<file path="src/inc/spdl_pkg.sv">
// Constants, register map and encodings of the speed limit and speed status block.
// Assumes a 20 MHz control clock and speeds given in signed rpm.
package spdl_pkg;

    // ==========================================================
    // Timing
    localparam int unsigned CLK_HZ = 20_000_000;
    localparam int unsigned FILT_UNIT_NS = 100_000;
    localparam int unsigned FILT_UNIT_CYC = FILT_UNIT_NS * (CLK_HZ / 1_000_000) / 1000;

    // ==========================================================
    // Register byte offsets
    localparam logic [7:0] ADR_SRC = 8'h00;
    localparam logic [7:0] ADR_IFWD = 8'h04;
    localparam logic [7:0] ADR_IREV = 8'h08;
    localparam logic [7:0] ADR_EFWD = 8'h0C;
    localparam logic [7:0] ADR_EREV = 8'h10;
    localparam logic [7:0] ADR_VSCL = 8'h14;
    localparam logic [7:0] ADR_ISCL = 8'h18;
    localparam logic [7:0] ADR_ROT = 8'h1C;
    localparam logic [7:0] ADR_SYN = 8'h20;
    localparam logic [7:0] ADR_FLT = 8'h24;
    localparam logic [7:0] ADR_OVS = 8'h28;
    localparam logic [7:0] ADR_DOCFG = 8'h2C;
    localparam logic [7:0] ADR_STAT = 8'h30;
    localparam logic [7:0] ADR_FSPD = 8'h34;

    // ==========================================================
    // Reset values and ranges
    localparam logic [15:0] RST_LIMIT = 16'h1770;
    localparam logic [15:0] RST_SCALE = 16'h0BB8;
    localparam logic [15:0] RST_ROT = 16'h0014;
    localparam logic [15:0] RST_SYN = 16'h000A;
    localparam logic [15:0] RST_FLT = 16'h0064;
    localparam logic [15:0] RST_OVS = 16'h2710;
    localparam logic [15:0] MAX_LIMIT = 16'h1F40;
    localparam logic [15:0] MAX_SCALE = 16'h4E20;
    localparam logic [15:0] MAX_THR = 16'h03E8;
    localparam logic [15:0] MAX_SRC = 16'h0003;

    // ==========================================================
    // Scaling of maximum speed and analog inputs
    localparam logic [31:0] MAXSPD_NUM = 32'h0000_000C;
    localparam logic [31:0] MAXSPD_DEN = 32'h0000_000A;
    localparam logic [31:0] VOLT_FULL_MV = 32'h0000_2710;
    localparam logic [31:0] CUR_UA_PER_MA = 32'h0000_03E8;
    localparam logic [31:0] CUR_OFS_MA = 32'h0000_000C;
    localparam logic [31:0] CUR_SPAN_MA = 32'h0000_0008;

    // ==========================================================
    // Status bits and output configuration fields
    localparam int unsigned STAT_FAULT = 0;
    localparam int unsigned STAT_LIMITED = 1;
    localparam int unsigned STAT_ROT = 2;
    localparam int unsigned STAT_SYNC = 3;
    localparam int unsigned DO_FIELD_W = 3;
    localparam int unsigned DO_POL_BIT = 2;

    typedef enum logic [1:0] {
        SRC_INTERNAL = 2'b00,
        SRC_EXTERNAL = 2'b01,
        SRC_VOLTAGE = 2'b10,
        SRC_CURRENT = 2'b11
    } spdl_src_t;

    typedef enum logic [1:0] {
        FN_NONE = 2'b00,
        FN_LIMITED = 2'b01,
        FN_ROTATING = 2'b10,
        FN_SYNCED = 2'b11
    } spdl_fn_t;

endpackage

</file>
<file path="src/spdl_core.sv">
// Speed reference limiter, overspeed fault and speed status outputs with a Wishbone slave.
// Assumes speed feedback, speed reference and analog samples come from logic on clk_i.
//
// The implementer's own choices: the register offsets and the Wishbone interface to the registers.
`timescale 1ns/100ps
`default_nettype none

// Behaviour
// - Overspeed fault above min(threshold, 1.2 rated)
// - Internal forward/reverse limits 0-8000, default 6000
// - External forward/reverse limits, default 6000
// - Source 0..3, changed only while stopped
// - External source follows the select input
// - Voltage limit is mV/10000 times scale
// - Current limit is (mA-12)/8 times scale
// - Analog limits capped at maximum motor speed
// - Analog scales 0-20000, default 3000
// - Speed-limited in speed mode while speed exceeds active limit
// - Speed-limited judged in every running state
// - Rotating and synchronized compares use filtered speed, 0.1ms units
// - Rotating when filtered speed reaches threshold
// - Synchronized when filtered error within threshold
// - Synchronized forced off unless running speed mode
// - Status reaches pins via mapping and polarity
// - Synchronization threshold 0-1000, default 10
module spdl_core #(
    parameter int unsigned NUM_DO = 4
) (
    input wire logic clk_i,
    input wire logic rst_i,
    input wire logic wb_cyc_i,
    input wire logic wb_stb_i,
    input wire logic wb_we_i,
    input wire logic [7:0] wb_adr_i,
    input wire logic [3:0] wb_sel_i,
    input wire logic [31:0] wb_dat_i,
    output logic [31:0] wb_dat_o,
    output logic wb_ack_o,
    input wire logic signed [15:0] speed_ref_i,
    input wire logic signed [15:0] speed_fb_i,
    input wire logic [15:0] rated_speed_i,
    input wire logic signed [15:0] voltage_analog_input_i,
    input wire logic [15:0] current_analog_input_i,
    input wire logic drive_running_i,
    input wire logic speed_mode_i,
    input wire logic external_limit_select_input_i,
    output logic signed [15:0] speed_ref_lim_o,
    output logic motor_overspeed_fault_o,
    output logic [NUM_DO-1:0] dout_o
);
    import spdl_pkg::*;

    localparam int unsigned DOCFG_W = NUM_DO * DO_FIELD_W;

    function automatic logic [15:0] merge16(input logic [15:0] old, input logic [31:0] dat,
                                            input logic [3:0] sel);
        logic [15:0] r;
        r = old;
        if (sel[0]) begin
            r[7:0] = dat[7:0];
        end
        if (sel[1]) begin
            r[15:8] = dat[15:8];
        end
        return r;
    endfunction

    function automatic logic [15:0] sat16(input logic [15:0] v, input logic [15:0] mx);
        return (v > mx) ? mx : v;
    endfunction

    function automatic logic [15:0] abs16(input logic signed [15:0] v);
        return v[15] ? 16'(-v) : 16'(v);
    endfunction

    // ==========================================================
    // Register file and bus slave
    spdl_src_t src_q, src_d;
    logic [15:0] ifwd_q, ifwd_d, irev_q, irev_d, efwd_q, efwd_d, erev_q, erev_d;
    logic [15:0] vscl_q, vscl_d, iscl_q, iscl_d, rotthr_q, rotthr_d, synthr_q, synthr_d;
    logic [15:0] flt_q, flt_d, ovs_q, ovs_d;
    logic [DOCFG_W-1:0] docfg_q, docfg_d;
    logic fault_q, fault_d, ack_q, ack_d;
    logic [31:0] rdat_q, rdat_d;
    logic req, wr;
    logic [15:0] wv;
    logic overspeed;
    logic limited_q, rotating_q, synced_q;
    logic signed [15:0] fspd_q;

    always_comb begin
        req = wb_cyc_i & wb_stb_i & ~ack_q;
        wr = req & wb_we_i;
        ack_d = req;
        rdat_d = 32'h0000_0000;
        src_d = src_q;
        ifwd_d = ifwd_q;
        irev_d = irev_q;
        efwd_d = efwd_q;
        erev_d = erev_q;
        vscl_d = vscl_q;
        iscl_d = iscl_q;
        rotthr_d = rotthr_q;
        synthr_d = synthr_q;
        flt_d = flt_q;
        ovs_d = ovs_q;
        docfg_d = docfg_q;
        fault_d = fault_q;
        wv = 16'h0000;
        unique case (wb_adr_i)
            ADR_SRC: begin
                wv = merge16({14'h0000, src_q}, wb_dat_i, wb_sel_i);
                // Writes while running, or out of range, are dropped.
                if (wr && !drive_running_i && wv <= MAX_SRC) begin
                    src_d = spdl_src_t'(wv[1:0]);
                end
                rdat_d = {30'h0000_0000, src_q};
            end
            ADR_IFWD: begin
                wv = merge16(ifwd_q, wb_dat_i, wb_sel_i);
                if (wr) begin
                    ifwd_d = sat16(wv, MAX_LIMIT);
                end
                rdat_d = {16'h0000, ifwd_q};
            end
            ADR_IREV: begin
                wv = merge16(irev_q, wb_dat_i, wb_sel_i);
                if (wr) begin
                    irev_d = sat16(wv, MAX_LIMIT);
                end
                rdat_d = {16'h0000, irev_q};
            end
            ADR_EFWD: begin
                wv = merge16(efwd_q, wb_dat_i, wb_sel_i);
                if (wr) begin
                    efwd_d = sat16(wv, MAX_LIMIT);
                end
                rdat_d = {16'h0000, efwd_q};
            end
            ADR_EREV: begin
                wv = merge16(erev_q, wb_dat_i, wb_sel_i);
                if (wr) begin
                    erev_d = sat16(wv, MAX_LIMIT);
                end
                rdat_d = {16'h0000, erev_q};
            end
            ADR_VSCL: begin
                wv = merge16(vscl_q, wb_dat_i, wb_sel_i);
                if (wr) begin
                    vscl_d = sat16(wv, MAX_SCALE);
                end
                rdat_d = {16'h0000, vscl_q};
            end
            ADR_ISCL: begin
                wv = merge16(iscl_q, wb_dat_i, wb_sel_i);
                if (wr) begin
                    iscl_d = sat16(wv, MAX_SCALE);
                end
                rdat_d = {16'h0000, iscl_q};
            end
            ADR_ROT: begin
                wv = merge16(rotthr_q, wb_dat_i, wb_sel_i);
                if (wr) begin
                    rotthr_d = sat16(wv, MAX_THR);
                end
                rdat_d = {16'h0000, rotthr_q};
            end
            ADR_SYN: begin
                wv = merge16(synthr_q, wb_dat_i, wb_sel_i);
                if (wr) begin
                    synthr_d = sat16(wv, MAX_THR);
                end
                rdat_d = {16'h0000, synthr_q};
            end
            ADR_FLT: begin
                wv = merge16(flt_q, wb_dat_i, wb_sel_i);
                if (wr) begin
                    flt_d = sat16(wv, MAX_THR);
                end
                rdat_d = {16'h0000, flt_q};
            end
            ADR_OVS: begin
                wv = merge16(ovs_q, wb_dat_i, wb_sel_i);
                if (wr) begin
                    ovs_d = wv;
                end
                rdat_d = {16'h0000, ovs_q};
            end
            ADR_DOCFG: begin
                wv = merge16(16'(docfg_q), wb_dat_i, wb_sel_i);
                if (wr) begin
                    docfg_d = wv[DOCFG_W-1:0];
                end
                rdat_d = {16'h0000, 16'(docfg_q)};
            end
            ADR_STAT: begin
                if (wr && wb_sel_i[0] && wb_dat_i[STAT_FAULT]) begin
                    fault_d = 1'b0;
                end
                rdat_d = {28'h000_0000, synced_q, rotating_q, limited_q, fault_q};
            end
            ADR_FSPD: begin
                rdat_d = {{16{fspd_q[15]}}, fspd_q};
            end
            default: begin
                rdat_d = 32'h0000_0000;
            end
        endcase
        // A fault in the same cycle as its clear still latches.
        if (overspeed) begin
            fault_d = 1'b1;
        end
    end

    always_ff @(posedge clk_i) begin
        if (rst_i) begin
            src_q <= SRC_INTERNAL;
            ifwd_q <= RST_LIMIT;
            irev_q <= RST_LIMIT;
            efwd_q <= RST_LIMIT;
            erev_q <= RST_LIMIT;
            vscl_q <= RST_SCALE;
            iscl_q <= RST_SCALE;
            rotthr_q <= RST_ROT;
            synthr_q <= RST_SYN;
            flt_q <= RST_FLT;
            ovs_q <= RST_OVS;
            docfg_q <= '0;
            fault_q <= 1'b0;
            ack_q <= 1'b0;
            rdat_q <= 32'h0000_0000;
        end else begin
            src_q <= src_d;
            ifwd_q <= ifwd_d;
            irev_q <= irev_d;
            efwd_q <= efwd_d;
            erev_q <= erev_d;
            vscl_q <= vscl_d;
            iscl_q <= iscl_d;
            rotthr_q <= rotthr_d;
            synthr_q <= synthr_d;
            flt_q <= flt_d;
            ovs_q <= ovs_d;
            docfg_q <= docfg_d;
            fault_q <= fault_d;
            ack_q <= ack_d;
            rdat_q <= rdat_d;
        end
    end

    assign wb_ack_o = ack_q;
    assign wb_dat_o = rdat_q;
    assign motor_overspeed_fault_o = fault_q;

    // ==========================================================
    // Limit selection and clamping
    logic [31:0] maxspd, volt_lim, cur_lim, cur_excess;
    logic [15:0] fb_abs, ovs_lvl, ana_lim, fwd_lim, rev_lim;
    logic ext_s1_q, ext_s2_q;

    always_comb begin
        maxspd = 32'(rated_speed_i) * MAXSPD_NUM / MAXSPD_DEN;
        // Negative samples give a zero limit rather than a reversed one.
        volt_lim = voltage_analog_input_i[15] ? 32'h0000_0000 :
                   32'(voltage_analog_input_i) * 32'(vscl_q) / VOLT_FULL_MV;
        cur_excess = (32'(current_analog_input_i) > CUR_OFS_MA * CUR_UA_PER_MA) ?
                     32'(current_analog_input_i) - CUR_OFS_MA * CUR_UA_PER_MA : 32'h0000_0000;
        cur_lim = cur_excess * 32'(iscl_q) / (CUR_SPAN_MA * CUR_UA_PER_MA);
        ana_lim = 16'h0000;
        if (src_q == SRC_VOLTAGE) begin
            ana_lim = (volt_lim > maxspd) ? 16'(maxspd) : 16'(volt_lim);
        end else if (src_q == SRC_CURRENT) begin
            ana_lim = (cur_lim > maxspd) ? 16'(maxspd) : 16'(cur_lim);
        end
        unique case (src_q)
            SRC_INTERNAL: begin
                fwd_lim = ifwd_q;
                rev_lim = irev_q;
            end
            SRC_EXTERNAL: begin
                fwd_lim = ext_s2_q ? efwd_q : ifwd_q;
                rev_lim = ext_s2_q ? erev_q : irev_q;
            end
            SRC_VOLTAGE, SRC_CURRENT: begin
                fwd_lim = ana_lim;
                rev_lim = ana_lim;
            end
        endcase
        fb_abs = abs16(speed_fb_i);
        ovs_lvl = (32'(ovs_q) < maxspd) ? ovs_q : 16'(maxspd);
        overspeed = fb_abs > ovs_lvl;
    end

    // ==========================================================
    // Speed feedback filter and status
    logic [$clog2(FILT_UNIT_CYC)-1:0] tick_q, tick_d;
    logic signed [15:0] fspd_d, ref_lim_d, ref_lim_q;
    logic signed [16:0] ferr;
    logic [15:0] fabs, serr;
    logic limited_d, rotating_d, synced_d;
    logic [NUM_DO-1:0] dout_d, dout_q;
    logic [1:0] fn;

    always_comb begin
        tick_d = (32'(tick_q) == FILT_UNIT_CYC - 1) ? '0 : tick_q + 1'b1;
        ferr = 17'(speed_fb_i) - 17'(fspd_q);
        fspd_d = fspd_q;
        // Dividing by the time constant plus one, once per 0.1ms unit, keeps a time constant of zero a pass-through.
        if (32'(tick_q) == FILT_UNIT_CYC - 1) begin
            fspd_d = 16'(fspd_q + 16'(ferr / $signed({7'h00, flt_q[9:0]} + 17'sh1)));
        end
        if (speed_ref_i > $signed(fwd_lim)) begin
            ref_lim_d = $signed(fwd_lim);
        end else if (speed_ref_i < -$signed(rev_lim)) begin
            ref_lim_d = -$signed(rev_lim);
        end else begin
            ref_lim_d = speed_ref_i;
        end
        // Judged regardless of enable; only the control mode gates it.
        limited_d = speed_mode_i &&
                    (speed_fb_i[15] ? fb_abs > rev_lim : fb_abs > fwd_lim);
        fabs = abs16(fspd_q);
        rotating_d = fabs >= rotthr_q;
        serr = abs16(16'(fspd_q - speed_ref_i));
        synced_d = drive_running_i && speed_mode_i && serr <= synthr_q;
        for (int i = 0; i < NUM_DO; i++) begin
            fn = docfg_q[i*DO_FIELD_W +: 2];
            unique case (spdl_fn_t'(fn))
                FN_NONE: dout_d[i] = 1'b0;
                FN_LIMITED: dout_d[i] = limited_q;
                FN_ROTATING: dout_d[i] = rotating_q;
                FN_SYNCED: dout_d[i] = synced_q;
            endcase
            dout_d[i] = dout_d[i] ^ docfg_q[i*DO_FIELD_W+DO_POL_BIT];
        end
    end

    always_ff @(posedge clk_i) begin
        if (rst_i) begin
            ext_s1_q <= 1'b0;
            ext_s2_q <= 1'b0;
            tick_q <= '0;
            fspd_q <= 16'sh0000;
            ref_lim_q <= 16'sh0000;
            limited_q <= 1'b0;
            rotating_q <= 1'b0;
            synced_q <= 1'b0;
            dout_q <= '0;
        end else begin
            ext_s1_q <= external_limit_select_input_i;
            ext_s2_q <= ext_s1_q;
            tick_q <= tick_d;
            fspd_q <= fspd_d;
            ref_lim_q <= ref_lim_d;
            limited_q <= limited_d;
            rotating_q <= rotating_d;
            synced_q <= synced_d;
            dout_q <= dout_d;
        end
    end

    assign speed_ref_lim_o = ref_lim_q;
    assign dout_o = dout_q;

endmodule

`default_nettype wire

</file>
<file path="config.mk">
export PLATFORM = sky130hd
export DESIGN_NAME = spdl_core
export DESIGN_NICKNAME = d
export VERILOG_FILES = /design/src/inc/spdl_pkg.sv /design/src/spdl_core.sv
export SDC_FILE = /design/constraint.sdc
export NUM_CORES = 2
export LEC_CHECK = 0
export BUFFER_PORTS_ARGS = -buffer_cell sky130_fd_sc_hd__buf_2
export CORE_ASPECT_RATIO = 1.5
export CORE_MARGIN = 4
export CORE_UTILIZATION = 45
export DETAILED_ROUTE_END_ITERATION = 10
export MAX_ROUTING_LAYER = met4
export SETUP_SLACK_MARGIN = 0.2
export SLEW_MARGIN = 20
export SYNTH_ARGS = -nofsm -noshare
export SYNTH_HDL_FRONTEND = slang
export SYNTH_SLANG_ARGS = --single-unit
</file>
<file path="constraint.sdc">
create_clock -name clk_i -period 46 [get_ports clk_i]
set_input_delay 4.6 -clock clk_i [delete_from_list [all_inputs] [get_ports clk_i]]
set_output_delay 4.6 -clock clk_i [all_outputs]
set_load 0.02 [all_outputs]
</file>
## Word level (Yosys, flattened, before mapping)

Index checks and enable logic that the tools add are counted.

| word-level totals | value |
|---|---|
| flip-flop bits (word level) | 260 |
| bits in latches | 0 |
| memory bits (writable) | 0 |
| bits in read-only memories | 0 |
| bits of input ports | 132 |
| logic and storage cells | 208 |
| memories | 0 |

| cells by class | value |
|---|---|
| add/sub/neg operators | 10 |
| multiply operators | 3 |
| divide/modulo/power cells | 4 |
| $lt $le $gt $ge | 21 |
| equal/unequal tests | 29 |
| shift operators | 0 |
| mux-type cells | 74 |
| bitwise gates (word level) | 8 |
| reduce and logical (&&, ||, !) cells | 33 |

Operator list:

| operator | count |
|---|---|
| one-hot mux 32 bit (14 select lines) | 1 |
| two-way mux 16 bit | 21 |
| two-way mux 8 bit | 40 |
| one-hot mux 16 bit (3 select lines) | 2 |
| greater-than comparator 16 x 13 -> 1 bit (second input constant) | 4 |
| greater-than comparator 16 bit | 4 |
| greater-than comparator 32 bit | 2 |
| two-way mux 32 bit | 2 |
| negation 16 bit | 4 |
| equality test 8 x 6 -> 1 bit (second input constant) | 6 |
| greater-than comparator 16 x 10 -> 1 bit (second input constant) | 3 |
| divider 20 x 4 -> 32 bit (second input constant) | 1 |
| divider 32 x 13 -> 32 bit (second input constant) | 1 |
| divider 32 x 14 -> 32 bit (second input constant) | 1 |
| equality test 8 x 5 -> 1 bit (second input constant) | 4 |
| greater-than comparator 16 x 15 -> 1 bit (second input constant) | 2 |
| less-than comparator 16 x 32 -> 1 bit | 1 |
| multiplier 16 x 17 -> 32 bit | 1 |
| multiplier 32 x 16 -> 32 bit | 1 |
| AND reduction 2 bit | 11 |
| equality test 2 bit (second input constant) | 10 |
| multiplier 16 x 2 -> 18 bit (second input constant) | 1 |
| divider 17 x 17 -> 17 bit | 1 |
| subtractor 16 x 14 -> 17 bit (second input constant) | 1 |
| 26 further kinds | 57 |

## Logic depth before layout (Yosys ltp)

| depth | value |
|---|---|
| word-level depth | 13 |
| gate-level depth with buffers | 246 |
| depth with buffers taken out | 229 |

## Worst setup path before layout

Ideal clock, no wire load.

| timing path | value |
|---|---|
| path type | input -> register |
| from | input port speed_fb_i[0] |
| to | register fspd_q[15] |
| library setup time | 0.070 ns |
| data arrival time | 49.153 ns |
| data required time | 45.930 ns |
| path slack | -3.223 ns |
| stages | 237 |
| path through | inv_1 -> ha_1 -> inv_1 -> fa_1 -> a21o_1 -> a21oi_1 -> o21bai_1 -> a21oi_1 -> o21bai_1 -> a21oi_1 -> o21bai_1 -> a21oi_1 -> o21bai_1 -> a21oi_1 -> o21bai_1 -> a21oi_1 -> nor2b_1 -> nor3_1 -> [201 not listed] -> a21o_1 -> a21oi_1 -> o21bai_1 -> a21oi_1 -> o21bai_1 -> a21oi_1 -> o21bai_1 -> a21oi_1 -> o21bai_1 -> a21oi_1 -> o21bai_1 -> a21oi_1 -> o21bai_1 -> a21oi_1 -> xor2_1 -> xnor2_1 -> or3_1 -> a21oi_1 |

| on the way | value |
|---|---|
| cells in the longest elaborated chain, start to end | 3 |

RTL lines:

| element | line | text |
|---|---|---|
| from (decl) | spdl_core.sv:40 | `input wire logic signed [15:0] speed_fb_i,` |
| subtractor 16 x 16 -> 17 bit | spdl_core.sv:306 | `ferr = 17'(speed_fb_i) - 17'(fspd_q);` |
| divider 17 x 17 -> 17 bit | spdl_core.sv:310 | `fspd_d = 16'(fspd_q + 16'(ferr / $signed({7'h00, flt_q[9:0]} + 17'sh1)));` |
| adder 16 bit | spdl_core.sv:310 |  |
| to (signal assigned) | spdl_core.sv:353 | `fspd_q <= fspd_d;` |
| to (decl) | spdl_core.sv:89 | `logic signed [15:0] fspd_q;` |

No other way between the ends.
A chain may end at the register's enable or synchronous reset.

## Worst setup path in the final report

Same ends and word-level chain as after synthesis.

==> results.toml <==
[global_routing]
grt_pass1_vias = 65900
grt_pass1_wl_um = 378000
grt_max_degree = 80
grt_overflow = 0
antenna_found_initial = 31
grt_usage_pct = 33.0

[floorplan]
io_pins = 186
core-area_mm2 = 0.142
num_rows = 169
fp.dieH_um = 472
die_area_mm2 = 0.150
initial_core_util_pct = 45.5
fp.dieW_um = 317

[worst_setup_path]
cp.required_ns = 46.50
reg2reg_depth = 222
crit-reg2reg-launch = "fspd_q[2]$_SDFFE_PP0P_"
rrSetupSlack_ns = 5.39
cpMaxStageDelayCell = "or4b_4"
crit_path_max_fanout = 20
arrival_ns = 44.48
path_common_cell = "o21a_1"
cp-end-kind = "register"
worstReg2RegEnd = "fspd_q[15]$_SDFFE_PP0P_"
worst_path_largest_cell_delay_ns = 0.51
path_class = "primary input to register"
cp-startpoint = "speed_fb_i[0]"
startpoint_type = "primary input"

[timing]
period_share_pct = 95.6
fin_worst_skew_ns = 0.0534
slew-limit-headroom_pct = 18.9
final_hold_viol_count = 0
slew_violations = 0
timing.final.crit_period_ns = 43.98
setup_viol = 0
max_freq_ghz = 0.0227
worst_pin_slew_ns = 1.22

[logic_synthesis]
syn_avg_cell_area_um2 = 7.56
ys_types = 166
synth-main-ff-cell = "dfxtp_1"
synth_area_leaders = "fa_1, ha_1, dfxtp_1"
synth_area_mm2 = 0.0645
syn_nets = 9685
synth-edff-count = 0
yosys_register_bits = 245
ys_seq_area_share_pct = 7.60
ys_async_sr_fraction_pct = 0
synth_top_area_share_pct = 14.5
synth_top_cell_by_area = "fa_1"
syn_inst = 8531
yosys_warnings = 0

[routing]
drtPass1Iterations = 8
drt_iter0_drc = 4672
wl_per_cell_um = 23.5
postRouteAntennaNets = 0
drc = 0
drt-total-wl_um = 249000
viasPerCell = 6.24
dr_total_vias = 66000

[cells_and_area]
fillers = 14300
layout_common_cells = "nand2_1, inv_1, nor2_1"
drive_gt1_share_pct = 11.9
final_common_cell = "nand2_1"
layout.nets = 9810
final_area_mm2 = 0.0698
area_growth_pct = 8.24

[place]
io_buffers = 167
placed_area_mm2 = 0.0682
finalWeightedCongestion = 1.02
hpwl_um = 201000

[clock_tree]
clockBufferDepth = 3
clk_latency_ns = 0.62
cts_root_buffer = "clkbuf_16"
cts_buffers = 24
ctsHoldBuffers = 0
cts_tree = "done"
clkTransAtPathRegs_ns = 0.08
cts_sinks = 245
cts_max_level = 1

[worst_hold_path]
hold_depth = 1
hold_path.startpoint = "wb_ack_o$_SDFF_PP0_"
hold_path.class = "register to register"
hold_end = "wb_ack_o$_SDFF_PP0_"

[job]
maxCapViolCount = 0

[run_status]
status = "complete, no violations"
## routing by layer
| metal | vias up | routed length (µm) | global-route usage [%] | share of wire (%) |
|---|---|---|---|---|
| met5 | - | 0 | - | 0 |
| met4 | 0 | 20500 | 21.3 | 8.3 |
| met3 | 861 | 12600 | 3.36 | 5.1 |
| met2 | 2259 | 126000 | 59.6 | 51 |
| met1 | 32100 | 89300 | 33.8 | 36 |
| li1 | 30800 | - | - | - |
## worst max-delay path: cells and delay by family
family | cells | cell delay, ns
muxes | 6 | 1.73
buffers and inverters | 14 | 1.78
xor gates and xnor gates | 4 | 0.65
and+or+nand+nor | 38 | 5.47
AOI/OAI and AO/OA | 145 | 24.63
adders and majority gates | 20 | 5.50
## how the worst max path moves through the flow
stage,slack [ns],cells past startpoint,to
after global routing,-0.19,228,fspd_q[15]$_SDFFE_PP0P_
after global placement,0.51,214,fspd_q[15]$_SDFFE_PP0P_
after CTS,0.52,215,fspd_q[15]$_SDFFE_PP0P_
final,2.02,227,fspd_q[15]$_SDFFE_PP0P_
after detailed placement,0.08,216,fspd_q[15]$_SDFFE_PP0P_
after floorplan,0.22,229,fspd_q[15]$_SDFFE_PP0P_
## what timing repair did
item                                    in CTS  in global routing
endpoints found under the setup margin       0                 15
resized for setup                            0                103
buffers inserted                             0                 36
## synth_stat cells, types with 70 or more instances
| cell | count |
|---|---|
| ha_1 | 554 |
| dfxtp_1 | 245 |
| mux2i_1 | 122 |
| clkbuf_1 | 272 |
| a211oi_1 | 72 |
| and3_1 | 70 |
| xnor2_1 | 336 |
| mux2_2 | 75 |
| o31ai_1 | 83 |
| a21o_1 | 123 |
| and2_1 | 302 |
| fa_1 | 468 |
| a22oi_1 | 118 |
| inv_1 | 748 |
| nor2b_1 | 77 |
| xor2_1 | 118 |
| nor3_1 | 258 |
| nor2_1 | 680 |
| nand4_1 | 109 |
| o21a_1 | 167 |
| o21ai_0 | 370 |
| nand2b_1 | 104 |
| o22ai_1 | 78 |
| nand2_1 | 838 |
| nand3_1 | 199 |
| a21oi_1 | 470 |
| a31oi_1 | 91 |
## cells by family after synthesis
family	Yosys count	share of synthesized area, %
buffers and inverters	1164	7.37
AO/OA/AOI/OAI	2380	26.2
adder cells (fa/ha/maj)	1042	25.6
flip-flops	245	7.60
multiplexers	202	3.32
XOR/XNOR	471	6.64
AND/OR/NAND/NOR	3027	23.3
## layout make-up
cell class                      instances  area (µm²)  share of cell area [%]
Tap cell                             1881        2350                    3.37
Multi-Input combinational cell       7122       55400                    79.4
Timing Repair Buffer                  503        3400                    4.87
Clock inverter                         14         163                   0.233
Sequential cell                       245        4910                    7.03
Clock buffer                           30         663                   0.950
Inverter                              760        2850                    4.09
Antenna cell                           25        62.6                  0.0896
## through the flow
stage               instances  hold slack (ns)  setup TNS, ns  worst slack (ns)  util [%]
floorplan                8531            0.414              0             0.215         -
global placement        10500            0.449              0             0.512      48.1
detailed placement      10500            0.456              0            0.0846      48.1
CTS                     10500            0.472              0             0.518      48.7
global route            10600            0.496         -0.228            -0.186      49.2
finish                  10600            0.470              0              2.02      49.2
## registers in the layout, summed over array words and instances (netlist names), 2 cells and up
name             flops
vscl_q              16
irev_q              16
docfg_q             12
wb_dat_o            17
flt_q               16
efwd_q              16
dout_o               4
src_q                2
synthr_q            16
ifwd_q              16
ovs_q               16
iscl_q              16
erev_q              16
rotthr_q            16
fspd_q              16
tick_q              11
speed_ref_lim_o     16
Power is not shown: default switching activity piles up to over one toggle a cycle in this logic, so the estimate is an artifact.
